--- src/thermal_cfg_pkg.sv ---
// shared constants for the thermal pin configuration and assertion timer
package thermal_cfg_pkg;

    // clock rate, used to turn times into cycle counts
    localparam int unsigned CLK_MHZ            = 100;

    // assertion timer step: 22.76 ms, in microseconds
    localparam int unsigned TIMER_STEP_US      = 22760;
    localparam int unsigned TIMER_STEP_CYCLES  = TIMER_STEP_US * CLK_MHZ;
    // upper bits stay zero until the assertion exceeds 45.52 ms (two steps)
    localparam logic [7:0]  REPORT_MIN_STEPS   = 8'h02;
    // duration count saturation value
    localparam logic [7:0]  DURATION_MAX       = 8'hff;

    // tach measurement period in fast mode: 250 ms, in microseconds
    localparam int unsigned TACH_FAST_US       = 250000;
    localparam int unsigned TACH_FAST_CYCLES   = TACH_FAST_US * CLK_MHZ;
    // normal rate is a quarter of the fast rate
    localparam int unsigned TACH_RATE_FACTOR   = 4;
    localparam int unsigned TACH_NORM_CYCLES   = TACH_FAST_CYCLES * TACH_RATE_FACTOR;

    // register indices; byte address is four times the index
    localparam logic [7:0]  IDX_PIN_CFG        = 8'h78;
    localparam logic [7:0]  IDX_TMR_STATUS     = 8'h79;
    localparam logic [7:0]  IDX_TMR_LIMIT      = 8'h7a;
    localparam logic [7:0]  IDX_DIR_CFG        = 8'h7c;
    localparam logic [7:0]  IDX_LOCK           = 8'h80;
    localparam logic [7:0]  IDX_PIN_B_SEL      = 8'h81;
    localparam logic [7:0]  IDX_IRQ_STATUS     = 8'h82;
    localparam logic [7:0]  IDX_IRQ_MASK       = 8'h83;

    // reset values
    localparam logic [7:0]  RST_PIN_CFG        = 8'h00;
    localparam logic [7:0]  RST_TMR_LIMIT      = 8'h00;
    localparam logic [7:0]  RST_DIR_CFG        = 8'h01;
    localparam logic [1:0]  RST_PIN_B_SEL      = 2'h0;

    // pin function config bit positions
    localparam int unsigned BIT_ALERT_SEL      = 0;
    localparam int unsigned BIT_THERMAL_LIMIT_PIN_EN       = 1;
    localparam int unsigned BIT_BOOST          = 2;
    localparam int unsigned BIT_FAST           = 3;
    localparam int unsigned BIT_DC_LO          = 4;
    // direction config: bits [7:5] all set make the thermal pin two-way
    localparam int unsigned BIT_DIR_LO         = 5;
    // shared pin b select code that puts the thermal function on pin 14
    localparam logic [1:0]  PIN_B_THERMAL      = 2'h1;

    // interrupt status / mask bit positions
    localparam int unsigned IRQ_LIMIT          = 0;
    localparam int unsigned IRQ_ASSERT         = 1;

    // axi responses
    localparam logic [1:0]  RESP_OKAY          = 2'h0;
    localparam logic [1:0]  RESP_SLVERR        = 2'h2;

endpackage

--- src/thermal_pin_config_and_timer.sv ---
`timescale 1ns/10ps
`default_nettype none

module thermal_pin_config_and_timer
    import thermal_cfg_pkg::*;
#(
    parameter int unsigned STEP_CYCLES      = TIMER_STEP_CYCLES,
    parameter int unsigned TACH_FAST_PERIOD = TACH_FAST_CYCLES,
    parameter int unsigned TACH_NORM_PERIOD = TACH_NORM_CYCLES
)(
    // clock, reset, clock enable
    input  wire logic        i_mclk,
    input  wire logic        i_rst,
    input  wire logic        i_ce,
    // axi4-lite write address
    input  wire logic [11:0] i_awaddr,
    input  wire logic        i_awvalid,
    output logic             o_awready,
    // axi4-lite write data
    input  wire logic [31:0] i_wdata,
    input  wire logic [3:0]  i_wstrb,
    input  wire logic        i_wvalid,
    output logic             o_wready,
    // axi4-lite write response
    output logic [1:0]       o_bresp,
    output logic             o_bvalid,
    input  wire logic        i_bready,
    // axi4-lite read address
    input  wire logic [11:0] i_araddr,
    input  wire logic        i_arvalid,
    output logic             o_arready,
    // axi4-lite read data
    output logic [31:0]      o_rdata,
    output logic [1:0]       o_rresp,
    output logic             o_rvalid,
    input  wire logic        i_rready,
    // shared pin 10: fan drive two or active-low alert
    input  wire logic        i_fan_drive_two_pwm,
    output logic             o_pin10_out,
    output logic             o_pin10_oe,
    // shared pin 22: 2.5 v measurement or thermal pin
    input  wire logic        i_pin22_in,
    output logic             o_pin22_out,
    output logic             o_pin22_oe,
    output logic             o_meas_2v5_pin22,
    // shared pin 14: thermal pin when selected
    input  wire logic        i_pin14_in,
    output logic             o_pin14_out,
    output logic             o_pin14_oe,
    // overtemperature request from the monitor, drives thermal pin low when two-way
    input  wire logic        i_overtemp_req,
    // fan and tach control
    output logic             o_fan_max_duty,
    output logic             o_tach_measure_start,
    output logic [3:0]       o_tach_continuous,
    output logic [3:0]       o_pulse_stretch_en,
    // interrupt
    output logic             o_irq
);

    typedef struct packed {
        // axi write side
        logic        awrdy;        // ready for a write address
        logic        wrdy;         // ready for write data
        logic [11:0] awaddr;       // held write address
        logic [7:0]  wdata;        // held write data, low lane
        logic        wlane;        // low byte lane strobed
        logic        bvalid;       // write response pending
        logic [1:0]  bresp;        // write response code
        // axi read side
        logic        arrdy;        // ready for a read address
        logic        rvalid;       // read data pending
        logic [7:0]  rdata;        // read data, low lane
        logic [1:0]  rresp;        // read response code
        // registers
        logic [7:0]  pin_cfg;      // pin function and tach config
        logic [7:0]  dir_cfg;      // direction config
        logic [7:0]  limit;        // assertion_time_limit
        logic        lock;         // lock for pin_cfg writes only, set only
        logic [1:0]  pin_b_sel;    // shared_pin_b_function_select
        logic [1:0]  irq_stat;     // sticky event bits
        logic [1:0]  irq_mask;     // 1 masks the event
        // assertion timer
        logic        prev_assert;  // thermal input asserted last cycle
        logic        flag_lsb;     // assertion_flag_lsb
        logic [7:0]  dur;          // assertion_duration_count
        // registered pin and control outputs
        logic        pin10_out;
        logic        pin10_oe;
        logic        pin22_oe;
        logic        pin14_oe;
        logic        meas_2v5;
        logic        fan_max;
        logic [3:0]  tach_cont;
        logic [3:0]  stretch_en;
        logic        irq;
    } state_s;

    state_s q, d;

    logic        step_tick;     // one step of the assertion timer elapsed
    logic        tach_tick;     // start of a tach measurement round
    logic        asserted;      // selected thermal pin is low
    logic [31:0] tach_period;   // chosen tach measurement period

    // thermal pin routing from the enable bit and pin b select
    logic thermal_limit_pin_on_14;
    logic thermal_limit_pin_on_22;
    logic two_way;

    assign thermal_limit_pin_on_14 = (q.pin_b_sel == PIN_B_THERMAL);
    assign thermal_limit_pin_on_22 = q.pin_cfg[BIT_THERMAL_LIMIT_PIN_EN] && !thermal_limit_pin_on_14;
    assign two_way     = &q.dir_cfg[7:BIT_DIR_LO];
    assign asserted    = thermal_limit_pin_on_14 ? !i_pin14_in : (thermal_limit_pin_on_22 && !i_pin22_in);

    // tach period follows the fast bit
    assign tach_period = q.pin_cfg[BIT_FAST] ? TACH_FAST_PERIOD
                                             : TACH_NORM_PERIOD;

    // step timer runs only while the input stays asserted
    period_tick u_step (
        .i_mclk    (i_mclk),
        .i_rst     (i_rst),
        .i_ce      (i_ce),
        .i_restart (!asserted),
        .i_period  (STEP_CYCLES),
        .o_tick    (step_tick)
    );

    // tach round timer for all channels
    period_tick u_tach (
        .i_mclk    (i_mclk),
        .i_rst     (i_rst),
        .i_ce      (i_ce),
        .i_restart (1'b0),
        .i_period  (tach_period),
        .o_tick    (tach_tick)
    );

    // next state of the whole block
    always_comb begin
        logic       rise;
        logic       read_tmr;
        logic       do_write;
        logic       limit_hit;
        logic [1:0] clr;
        logic [7:0] dur_n;
        logic [7:0] ridx;
        logic [7:0] widx;
        logic       irq_n;
        rise      = 1'b0;
        read_tmr  = 1'b0;
        do_write  = 1'b0;
        limit_hit = 1'b0;
        clr       = 2'h0;
        dur_n     = q.dur;
        ridx      = i_araddr[9:2];
        widx      = q.awaddr[9:2];
        irq_n     = 1'b0;
        d = q;

        // write address and data captured in either order
        if (q.awrdy && i_awvalid) begin
            d.awaddr = i_awaddr;
            d.awrdy  = 1'b0;
        end
        if (q.wrdy && i_wvalid) begin
            d.wdata = i_wdata[7:0];
            d.wlane = i_wstrb[0];
            d.wrdy  = 1'b0;
        end

        // both halves held: perform the write and answer
        if (!q.awrdy && !q.wrdy && !q.bvalid) begin
            do_write = 1'b1;
            d.bvalid = 1'b1;
            d.bresp  = RESP_OKAY;
            if (q.awaddr[11:10] != 2'h0) begin
                d.bresp = RESP_SLVERR;
            end else if (q.wlane) begin
                unique case (widx)
                    IDX_PIN_CFG:    if (!q.lock) d.pin_cfg = q.wdata;
                    IDX_TMR_STATUS: d.bresp = RESP_OKAY;                 // read-only, ignored
                    IDX_TMR_LIMIT:  d.limit     = q.wdata;
                    IDX_DIR_CFG:    d.dir_cfg   = q.wdata;
                    IDX_LOCK:       d.lock      = q.lock | q.wdata[0];
                    IDX_PIN_B_SEL:  d.pin_b_sel = q.wdata[1:0];
                    IDX_IRQ_STATUS: clr         = q.wdata[1:0];
                    IDX_IRQ_MASK:   d.irq_mask  = q.wdata[1:0];
                    default:        d.bresp     = RESP_SLVERR;
                endcase
            end else if (!(widx inside {IDX_PIN_CFG, IDX_TMR_STATUS, IDX_TMR_LIMIT,
                                        IDX_DIR_CFG, IDX_LOCK, IDX_PIN_B_SEL,
                                        IDX_IRQ_STATUS, IDX_IRQ_MASK})) begin
                d.bresp = RESP_SLVERR;
            end
        end

        // write response taken: reopen both channels
        if (q.bvalid && i_bready) begin
            d.bvalid = 1'b0;
            d.awrdy  = 1'b1;
            d.wrdy   = 1'b1;
        end

        // read: one cycle from address to data
        if (q.arrdy && i_arvalid) begin
            d.arrdy  = 1'b0;
            d.rvalid = 1'b1;
            d.rresp  = RESP_OKAY;
            d.rdata  = 8'h00;
            if (i_araddr[11:10] != 2'h0) begin
                d.rresp = RESP_SLVERR;
            end else begin
                unique case (ridx)
                    IDX_PIN_CFG:    d.rdata = q.pin_cfg;
                    IDX_TMR_STATUS: begin
                        d.rdata  = {7'h00, q.flag_lsb};
                        if (q.dur >= REPORT_MIN_STEPS) d.rdata = q.dur;
                        read_tmr = 1'b1;
                    end
                    IDX_TMR_LIMIT:  d.rdata = q.limit;
                    IDX_DIR_CFG:    d.rdata = q.dir_cfg;
                    IDX_LOCK:       d.rdata = {7'h00, q.lock};
                    IDX_PIN_B_SEL:  d.rdata = {6'h00, q.pin_b_sel};
                    IDX_IRQ_STATUS: d.rdata = {6'h00, q.irq_stat};
                    IDX_IRQ_MASK:   d.rdata = {6'h00, q.irq_mask};
                    default:        d.rresp = RESP_SLVERR;
                endcase
            end
        end
        if (q.rvalid && i_rready) begin
            d.rvalid = 1'b0;
            d.arrdy  = 1'b1;
        end

        // assertion timer
        rise          = asserted && !q.prev_assert;
        d.prev_assert = asserted;
        if (rise) begin
            dur_n = 8'h00;
        end else if (step_tick && asserted && q.dur != DURATION_MAX) begin
            dur_n     = q.dur + 8'h01;
            // a zero limit fires only on the rising edge, never per step
            limit_hit = (dur_n > q.limit) && (q.limit != 8'h00);
        end
        d.dur = dur_n;
        if (rise && q.limit == 8'h00) begin
            limit_hit = 1'b1;
        end

        // flag: read clears, a new assertion in the same cycle wins
        d.flag_lsb = rise || (q.flag_lsb && !read_tmr);

        // sticky events: write one clears, set wins
        d.irq_stat = q.irq_stat & ~clr;
        d.irq_stat[IRQ_LIMIT]  = d.irq_stat[IRQ_LIMIT] | limit_hit;
        d.irq_stat[IRQ_ASSERT] = d.irq_stat[IRQ_ASSERT] | rise;
        irq_n = |(d.irq_stat & ~d.irq_mask);
        d.irq = irq_n;

        // pin 10: open-drain alert low while irq, or fan drive two
        d.pin10_out = !d.pin_cfg[BIT_ALERT_SEL] && i_fan_drive_two_pwm;
        d.pin10_oe  = !d.pin_cfg[BIT_ALERT_SEL] || irq_n;

        // thermal pin pulled low only when two-way and overtemperature
        d.pin22_oe = thermal_limit_pin_on_22 && two_way && i_overtemp_req;
        d.pin14_oe = thermal_limit_pin_on_14 && two_way && i_overtemp_req;
        d.meas_2v5 = !thermal_limit_pin_on_22;

        // boost while the thermal input is asserted from outside
        d.fan_max = q.pin_cfg[BIT_BOOST] && asserted
                    && !(two_way && i_overtemp_req);

        // dc modes: continuous tach, no pulse stretching
        d.tach_cont  = q.pin_cfg[7:BIT_DC_LO];
        d.stretch_en = ~q.pin_cfg[7:BIT_DC_LO];
    end

    // state register, frozen while clock enable is low
    always_ff @(posedge i_mclk or posedge i_rst) begin
        if (i_rst) begin
            q            <= '0;
            q.awrdy      <= 1'b1;
            q.wrdy       <= 1'b1;
            q.arrdy      <= 1'b1;
            q.pin_cfg    <= RST_PIN_CFG;
            q.dir_cfg    <= RST_DIR_CFG;
            q.limit      <= RST_TMR_LIMIT;
            q.pin_b_sel  <= RST_PIN_B_SEL;
            q.pin10_oe   <= 1'b1;
            q.meas_2v5   <= 1'b1;
            q.stretch_en <= 4'hf;
        end else if (i_ce) begin
            q <= d;
        end
    end

    // output drive, all from flip-flops or tied low
    assign o_awready         = q.awrdy;
    assign o_wready          = q.wrdy;
    assign o_bvalid          = q.bvalid;
    assign o_bresp           = q.bresp;
    assign o_arready         = q.arrdy;
    assign o_rvalid          = q.rvalid;
    assign o_rresp           = q.rresp;
    assign o_rdata           = {24'h000000, q.rdata};
    assign o_pin10_out       = q.pin10_out;
    assign o_pin10_oe        = q.pin10_oe;
    assign o_pin22_out       = 1'b0;
    assign o_pin22_oe        = q.pin22_oe;
    assign o_pin14_out       = 1'b0;
    assign o_pin14_oe        = q.pin14_oe;
    assign o_meas_2v5_pin22  = q.meas_2v5;
    assign o_fan_max_duty    = q.fan_max;
    assign o_tach_measure_start = tach_tick;
    assign o_tach_continuous = q.tach_cont;
    assign o_pulse_stretch_en = q.stretch_en;
    assign o_irq             = q.irq;

endmodule // thermal_pin_config_and_timer

`default_nettype wire

--- src/period_tick.sv ---
`timescale 1ns/10ps
`default_nettype none

// free counter that pulses once every i_period cycles, restartable
module period_tick
    import thermal_cfg_pkg::*;
(
    // clock and reset
    input  wire logic        i_mclk,
    input  wire logic        i_rst,
    input  wire logic        i_ce,
    // control
    input  wire logic        i_restart,
    input  wire logic [31:0] i_period,
    // tick out
    output logic             o_tick
);

    typedef struct packed {
        logic [31:0] cnt;   // cycles since last tick
        logic        tick;  // one-cycle pulse
    } tick_s;

    tick_s q, d;

    // next state: hold at zero on restart, else wrap at period
    always_comb begin
        d = q;
        d.tick = 1'b0;
        if (i_restart) begin
            d.cnt = 32'h0;
        end else if (q.cnt >= i_period - 32'h1) begin
            d.cnt  = 32'h0;
            d.tick = 1'b1;
        end else begin
            d.cnt = q.cnt + 32'h1;
        end
    end

    // state register, frozen while clock enable is low
    always_ff @(posedge i_mclk or posedge i_rst) begin
        if (i_rst) begin
            q <= '0;
        end else if (i_ce) begin
            q <= d;
        end
    end

    assign o_tick = q.tick;

endmodule // period_tick

`default_nettype wire

--- config.mk ---
export PLATFORM = sky130hd
export DESIGN_NAME = thermal_pin_config_and_timer
export DESIGN_NICKNAME = d
export VERILOG_FILES = /design/src/thermal_cfg_pkg.sv /design/src/thermal_pin_config_and_timer.sv /design/src/period_tick.sv
export SDC_FILE = /design/constraint.sdc
export NUM_CORES = 1
export LEC_CHECK = 0
export ABC_AREA = 1
export BUFFER_PORTS_ARGS = -buffer_cell sky130_fd_sc_hd__buf_2
export CAP_MARGIN = 20
export CORE_ASPECT_RATIO = 1.2
export CORE_UTILIZATION = 40
export DETAILED_ROUTE_END_ITERATION = 8
export PLACE_DENSITY = 0.73
export SLEW_MARGIN = 20
export SYNTH_ARGS = -nofsm -noshare
export SYNTH_HDL_FRONTEND = slang
export SYNTH_SLANG_ARGS = --single-unit
--- constraint.sdc ---
create_clock -name i_mclk -period 4.25 [get_ports i_mclk]
set_input_delay 0.2125 -clock i_mclk [delete_from_list [all_inputs] [get_ports i_mclk]]
set_output_delay 0.2125 -clock i_mclk [all_outputs]
set_load 0.02 [all_outputs]
==> flow_summary.ini, run 1 <==
[critical_path]
required_ns = 4.57
crit_type = flop to flop
cp_cell_sequence = inv_1, nor3_1, nand3_1, nor3_1, xor2_1, inv_1, ha_1, nand2_1, nor2_1, nand2_1, nor2_1, nor2_1, nand3_1, nand2_1, nand2_1, nand2_1, nand2_1, nand2_1
slowest_stage = dfrtp_1
cp_common_cell = nand2_1
worst_setup_path_start_kind = flop
critPathMaxFanout = 5
rr_worst_depth = 18
crit_family = simple AND/OR/NAND/NOR gates
crit_cells = 18
critPathArrivalTime_ns = 3.00
critPathMaxStageDelay_ns = 0.39
crit_buf_inv = 2
endpoint_kind = flop

[detailed_routing]
vias_per_cell = 4.97
routedWlPerCell_um = 14.1
wl_um = 19300
vias = 6815
drt_iter0_drc = 435
ant_nets = 0
drc_errors = 0
firstDrtPassIters = 5

[pwr]
irDropWorstVdd_uv = 302
p_per_area_nw_per_um2 = 437
p_leak_uw = 0.00464

[clock_network]
clock_sinks = 156
cts_tree = yes
cts-root-buf = clkbuf_16
cts_setup_buffers = 0
h-tree-depth = 4
cts_made_buffers = 17
cts-resized-gates = 0
cts_buffer_depth = 2
path_clk_slew_ns = 0.07
clk_latency_ns = 0.43

[layout]
layout.area.seq_um2 = 3920
nets = 1181
synthToLayoutAreaGrowth_pct = 11.1
fill_cells = 2115
n_antenna_cell = 0
multi_input_area_um2 = 3850
layout-drive-gt1-share = 0.169

[logic_synthesis]
synthArstFlopShare = 1.00
syn_area_per_cell_um2 = 8.35
synth-main-ff-cell = dfrtp_1
yosysWarnings = 0
synthesis.area_um2 = 8630
ys_seq_elements = 156
synth_edf_count = 0
ys_seq_area_frac = 0.454
synthCells = 1033
synth.distinct_cells = 53

[sta]
hold_slack_ns = -0.0215
fin_ws_ns = 1.57
fmax_mhz = 373
worst_pin_slew_ns = 0.864
maxSlewViolCount = 0
finalCritPeriodShare = 0.630
final_hold_viol_count = 11
fin_worst_skew_ns = 0.00619
setup_viol = 0
layout_min_cycle_time_ns = 2.68
timing.setup.tns_ns = 0
relSlewSlack = 0.424
rsz0062_at_grt = false

[placement]
gp_congestion = 0.895
dpl.hpwl_um = 14200
post-place-ws_ns = 1.61
portBuffers = 71

[floorplan]
fp.dieArea_um2 = 22200
core_um2 = 21000
die_h_um = 163
rows = 58
io_pins = 131
die_w_um = 136
initial_core_util = 0.410

[status]
status = finished with violations
violations = negative hold slack

[grt]
grt_max_degree = 157
grt_overflow_total = 0
grt_pass1_vias = 6672
antenna_found_initial = 0
grtUsageTotal = 0.189
grt_pass1_wl_um = 32500

[min_path]
hold_class = input pin to asynchronous set/reset pin

[job]
cap_violations = 0
## worst min-delay path, delay by kind of cell
family / cells / cell delay (ns)
buf+inv: 3 / 0.69
## per-stage QoR
| step | utilization | power, uW | instance area [um2] | instances |
|---|---|---|---|---|
| 5_1_grt | 0.455 | 4440 | 9580 | 1372 |
| 4_1_cts | 0.455 | 4210 | 9570 | 1371 |
| 2_1_floorplan | - | 2510 | 8730 | 1060 |
| 3_3_place_gp | 0.427 | 2700 | 8990 | 1337 |
| 3_5_place_dp | 0.427 | 2730 | 8990 | 1337 |
| 6_report | 0.455 | 4180 | 9580 | 1372 |
## final timing paths
| path | from | to | slack [ns] |
|---|---|---|---|
| hold / removal | i_rst | o_rvalid | -0.02 |
| hold reg to reg | o_tach_continuous[2] | o_tach_continuous[2] | 0.47 |
| setup reg to reg | q[15] | o_irq | 1.57 |
| setup / recovery | q[15] | o_irq | 1.57 |
| min in group i_mclk | i_awaddr[10] | q[90] | 0.01 |
| max in group asynchronous | i_rst | o_rresp[1] | 3.60 |
## layer usage
layer,vias up,GRT usage,share of wire
met1,3201,0.233,0.43
met3,42,0.0380,0.039
li1,3381,-,-
met4,0,0.0975,0.039
met5,-,0,0
met2,191,0.312,0.49
## logic make-up after synthesis
logic type,after synthesis,share of synthesized area
adder cells (fa/ha/maj),20,0.0290
buffers and inverters,196,0.112
flip-flops,156,0.454
XOR/XNOR,47,0.0477
multiplexers,7,0.00914
AO/OA/AOI/OAI,136,0.0908
AND/OR/NAND/NOR,470,0.257
other,1,0.000435
## power breakdown
part	leakage (uW)	internal [uW]	switching [uW]
registers	0.00202	1640	133
clock network	0.000272	815	652
logic	0.00234	338	601
total	0.00464	2800	1390
## area by class of cell
class	instances	area share
tap	270	0.0353
timing repair buffer	77	0.0439
sequential	156	0.409
inverter	129	0.0517
clock buffer	17	0.0444
multi-input combinational	708	0.401
clock inverter	15	0.0146
## flip-flops by register name (all words and copies together), names as in the netlist, 4 cells and up
signal / flops
o_tach_continuous: 4
u_step.q: 32
u_tach.q: 32
o_pulse_stretch_en: 4
o_rdata: 8
q: 56
d: 4
## cells in the mapped netlist, types with 2 or more instances
cell / count / area share
nand2_1: 215 / 0.094
clkbuf_1: 8 / 0.0035
nand2_2: 8 / 0.0058
ha_1: 20 / 0.029
dfstp_2: 10 / 0.030
nand4_1: 21 / 0.015
xnor2_1: 8 / 0.0081
nor2_2: 17 / 0.012
nor2_1: 87 / 0.038
buf_2: 6 / 0.0035
nor4_1: 3 / 0.0022
nor2_4: 11 / 0.014
dfrtp_1: 146 / 0.42
nand3b_1: 5 / 0.0044
a31oi_1: 2 / 0.0015
a21oi_1: 24 / 0.014
or2_2: 2 / 0.0015
o22ai_1: 22 / 0.016
nand2_4: 2 / 0.0026
nand3_2: 2 / 0.0023
o21a_1: 9 / 0.0078
mux2_2: 7 / 0.0091
xor2_1: 39 / 0.040
nand3_1: 59 / 0.034
nor3_1: 26 / 0.015
o21ai_0: 54 / 0.031
o211ai_1: 2 / 0.0017
buf_4: 48 / 0.042
buf_6: 2 / 0.0026
inv_1: 125 / 0.054
o21ai_1: 10 / 0.0058
o21bai_1: 2 / 0.0017
o21ai_2: 7 / 0.0071
nor3_2: 5 / 0.0058
## repair_timing
item / CTS / global route
setup endpoints to repair: 0 / 0
hold endpoints to repair: 2 / 1
hold buffers: 2 / 1
## placed cells by master, fill, tap and decap left out, types with 4 or more instances in the layout
cell type / n
dfrtp_1: 146
o21a_1: 9
a21oi_1: 24
clkbuf_16: 17
dfstp_2: 10
inv_1: 124
inv_6: 5
xor2_1: 39
nor3_1: 26
ha_1: 20
o21ai_2: 7
nor2_4: 11
o21ai_1: 10
nor2_2: 17
xnor2_1: 8
nor3_2: 5
nor2_1: 87
buf_2: 71
mux2_2: 7
o22ai_1: 22
nand2_1: 215
clkinvlp_4: 4
nand3_1: 59
nand2_2: 8
conb_1: 28
nand4_1: 21
nand3b_1: 5
o21ai_0: 54
Note: power is estimated with default switching activity, not from simulation.
==> run 2, diff against run 1 <==
- clock period: 4.25 -> 2.4 ns (I/O delays scaled with it)
==> flow_summary.ini, run 2 (synthesis gave the netlist of run 1 again) <==
[layout]
layout_commonest_cell = nand2_1
utilization = 0.482
layout-drive-gt1-share = 0.193
n_antenna_cell = 0
top_register = q
largest_reg_flops = 56
layout_common_cells = nand2_1 (213), dfrtp_1 (146), inv_1 (122)
synthToLayoutAreaGrowth_pct = 17.6
fill_cells = 1984
reg_top3 = q: 56 flops, u_step.q: 32 flops, u_tach.q: 32 flops
nets = 1227

[status]
violations = negative hold slack, negative setup slack
status = finished with violations

[detailed_routing]
routedWlPerCell_um = 14.3
firstDrtPassIters = 5
vias = 7039
vias_per_cell = 4.96
drc_errors = 0
drt_iter0_drc = 444
ant_nets = 0
wl_um = 20300

[sta]
hold_slack_ns = -0.000392
rsz0062_at_grt = true
layout_min_cycle_time_ns = 2.43
relSlewSlack = 0.623
fin_ws_ns = -0.0314
timing.setup.tns_ns = -0.0394
fmax_mhz = 411
final_hold_viol_count = 1
setup_viol = 2
maxSlewViolCount = 0
fin_worst_skew_ns = 0.00766
finalCritPeriodShare = 1.01
worst_pin_slew_ns = 0.565

[clock_network]
path_clk_slew_ns = 0.06
clk_latency_ns = 0.43
cts_made_buffers = 17
cts-root-buf = clkbuf_16
cts_tree = yes
h-tree-depth = 4
clock_sinks = 156
cts_buffer_depth = 2

[min_path]
worst_hold_path.num_cells = 3
min_to = o_pin10_out
min_from = i_fan_drive_two_pwm
hold_class = input pin to flop

[grt]
grtUsageTotal = 0.193
grt_pass1_vias = 6811
grt_pass1_wl_um = 33100
grt_overflow_total = 0
antenna_found_initial = 1
grt_max_degree = 61

[pwr]
irDropWorstVdd_uv = 542
p_leak_uw = 0.00490
p_per_area_nw_per_um2 = 783
finalPower_uw = 7940

[critical_path]
cp_cell_sequence = inv_2, nor3_4, nand3_2, nor3_2, xor2_1, inv_1, ha_4, nand2_4, nor2_4, nand2_1, nor2_1, nor2_1, nand3_1, nand2_1, nand2_2, nand2_1, nand2_1, nand2_1
required_ns = 2.72
slowest_stage = dfrtp_1
critPathMaxStageDelay_ns = 0.36
crit_family = simple AND/OR/NAND/NOR gates
timing.rr.start = q[17]
cp_common_cell = nand2_1
worst_setup_path_start_kind = flop
crit_type = flop to flop
rr_worst_depth = 18
critPathMaxFanout = 2
crit_buf_inv = 2
reg2reg_setup_slack_ns = -0.03
reg2reg_to = o_irq
critPathArrivalTime_ns = 2.75
endpoint_kind = flop

[floorplan]
die_w_um = 136
die_h_um = 163
rows = 58
fp.dieArea_um2 = 22200
core_um2 = 21000
io_pins = 131
initial_core_util = 0.410

[job]
cap_violations = 0

[placement]
dpl.hpwl_um = 15000
gp_congestion = 0.934
portBuffers = 71
## run 2: cell types whose count changed in the layout (fill, tap and decap cells not counted), sizes merged
cell / change
buf: +23
bufinv: +2
clkbuf: +4
clkinv: -1
dlygate4sd3: +23
inv: -5
## run 2: routing by layer
metal / up-vias / GRT usage / part of all wire
met5: - / 0 / 0
met4: 0 / 0.0990 / 0.037
met3: 47 / 0.0342 / 0.039
met2: 188 / 0.327 / 0.49
met1: 3335 / 0.233 / 0.43
li1: 3469 / - / -
## run 2: area by class of cell
type	instances	area, um2	share of cell area
timing repair buffer	123	861	0.0848
clock inverter	11	141	0.0139
multi-input combinational	708	3920	0.387
clock buffer	21	470	0.0464
inverter	129	495	0.0488
sequential	156	3920	0.386
tap	270	338	0.0333
## run 2: through the flow
stage               instance area [um2]  std cells  worst slack (ns)
detailed placement                 9190       1359           -0.0810
floorplan                          8730       1060            0.0739
finish                            10100       1418           -0.0314
global placement                   9190       1359           -0.0382
global route                      10100       1418            -0.257
CTS                               10100       1417            0.0360
## run 2: tightest hold or removal path: cells and delay by family
family                 cells  cell delay, ns
buffers and inverters      1            0.08
AND/OR/NAND/NOR            2            0.19
## run 2: worst max-delay path by stage
stage,from,to,slack [ns],cells past startpoint
final,q[17],o_irq,-0.03,18
after global routing,q[17],o_pin10_oe,-0.26,18
after floorplan,q[15],o_irq,0.07,18
after global placement,q[15],o_irq,-0.04,18
after detailed placement,q[15],o_irq,-0.08,18
after CTS,q[15],o_irq,0.04,18
## run 2: what timing repair did
action,in CTS,in global routing
setup buffers,0,1
pin swaps,0,9
hold buffers,26,0
gates resized for setup,2,15
gates cloned,0,0
setup endpoints to repair,2,3
endpoints found under the hold margin,40,0
## run 2: power breakdown
part           switching (uW)  total [uW]  internal (uW)
sequential                229        3140           2910
clock                    1060        2770           1710
combinational            1200        2030            832
==> run 3, diff against run 2 <==
- PLACE_DENSITY: 0.73 -> 0.71
- clock period: 2.4 -> 2.3 ns (I/O delays scaled with it)
==> flow_summary.ini, run 3 (synthesis gave the netlist of run 1 again) <==
[grt]
grt_pass1_wl_um = 33500
met3_usage = 0.0361
grt_max_degree = 92
use_met2 = 0.335
met1_usage = 0.235
antenna_found_initial = 0
grt_overflow_total = 0
top_usage_layer = met2
grt_pass1_vias = 6908
grtUsageTotal = 0.196

[detailed_routing]
firstDrtPassIters = 5
vias = 7068
drc_errors = 0
drt_iter0_drc = 475
vias_per_cell = 4.94
ant_nets = 0
routedWlPerCell_um = 14.5
wl_um = 20800

[floorplan]
rows = 58
core_um2 = 21000
initial_core_util = 0.410
die_h_um = 163
die_w_um = 136
io_pins = 131
fp.dieArea_um2 = 22200

[clock_network]
cts_tree = yes
clk_latency_ns = 0.42
path_clk_slew_ns = 0.06
cts_made_buffers = 17
cts-root-buf = clkbuf_16
h-tree-depth = 4
cts_buffer_depth = 2
clock_sinks = 156

[critical_path]
critPathArrivalTime_ns = 2.72
crit_type = flop to flop
required_ns = 2.64
critPathMaxFanout = 3
endpoint_kind = flop
reg2reg_setup_slack_ns = -0.08
worst_setup_path_start_kind = flop

[layout]
layout_commonest_cell = nand2_1
reg_top3 = q: 56 flops, u_step.q: 32 flops, u_tach.q: 32 flops
nets = 1239
synthToLayoutAreaGrowth_pct = 18.5
multi_input_area_um2 = 3970
n_antenna_cell = 0
top_register = q
stdcell_count = 1430
layout.area.seq_um2 = 3920
fill_cells = 1981
layout_common_cells = nand2_1 (209), dfrtp_1 (146), inv_1 (123)
largest_reg_flops = 56
layout-drive-gt1-share = 0.208

[pwr]
p_leak_uw = 0.00494
p_per_area_nw_per_um2 = 832
irDropWorstVdd_uv = 609

[sta]
fin_ws_ns = -0.0847
maxSlewViolCount = 0
fmax_mhz = 419
rsz0062_at_grt = true
timing.setup.tns_ns = -0.211
setup_viol = 3
final_hold_viol_count = 0
layout_min_cycle_time_ns = 2.38
finalCritPeriodShare = 1.04
relSlewSlack = 0.635
worst_pin_slew_ns = 0.547
fin_worst_skew_ns = 0.00719

[status]
status = finished with violations
violations = negative setup slack

[placement]
portBuffers = 71
gp_congestion = 0.951
dpl.hpwl_um = 15000
post-place-ws_ns = -0.177
dp.cells = 1359

[min_path]
hold_class = input pin to flop

[job]
cap_violations = 0
-- run 3: worst max-delay path: stages, from the launching register on --
cell	delay, ns
dfrtp_1	0.39
inv_2	0.07
nor3_4	0.19
nand3_2	0.12
nor3_2	0.15
xor2_1	0.23
inv_1	0.11
ha_4	0.30
nand2_4	0.06
o21a_1	0.19
nand2_1	0.07
nand3_2	0.10
buf_4	0.16
a31oi_1	0.17
-- run 3: worst paths after layout --
kind	endpoint	start	cells past startpoint
worst max register to register	q[27]	q[16]	13
min in group asynchronous	o_rdata[2]	i_rst	4
max in group asynchronous	o_awready	i_rst	4
worst min-delay path	o_arready	i_ce	3
worst min register to register	o_tach_continuous[2]	o_tach_continuous[2]	2
worst max-delay path	q[27]	q[16]	13
-- run 3: what timing repair did --
action | in CTS | in global routing
pin swaps | 4 | 6
endpoints found under the hold margin | 170 | 0
setup endpoints to repair | 3 | 3
resized for setup | 5 | 19
setup buffers | 7 | 5
hold buffers | 27 | 0
-- run 3: where the power goes --
group          internal (uW)  total, uW  switching [uW]
Combinational           1110       2520            1410
Clock                   1600       2700            1100
Sequential              3040       3270             235
Total                   5750       8500            2750
-- run 3: metal layers --
metal,wire (um),up-vias
li1,-,3495
met4,723,0
met3,997,46
met2,10300,228
met1,8790,3299
met5,0,-
-- run 3: final cells by class --
class | instances | share of cell area
clock buffer | 22 | 0.0474
clock inverter | 10 | 0.00882
inverter | 129 | 0.0485
multi-input combinational | 708 | 0.388
sequential | 156 | 0.383
tap | 270 | 0.0331
timing repair buffer | 135 | 0.0909
-- run 3: through the flow --
| step | hold WS, ns | util | cell area [um2] | power, uW |
|---|---|---|---|---|
| floorplan | 0.244 | - | 8740 | 4650 |
| global route | 0.0410 | 0.486 | 10200 | 8990 |
| CTS | 0.0178 | 0.479 | 10100 | 8120 |
| finish | 0.0353 | 0.486 | 10200 | 8500 |
| global placement | 0.311 | 0.436 | 9170 | 5080 |
| detailed placement | 0.317 | 0.436 | 9170 | 5130 |
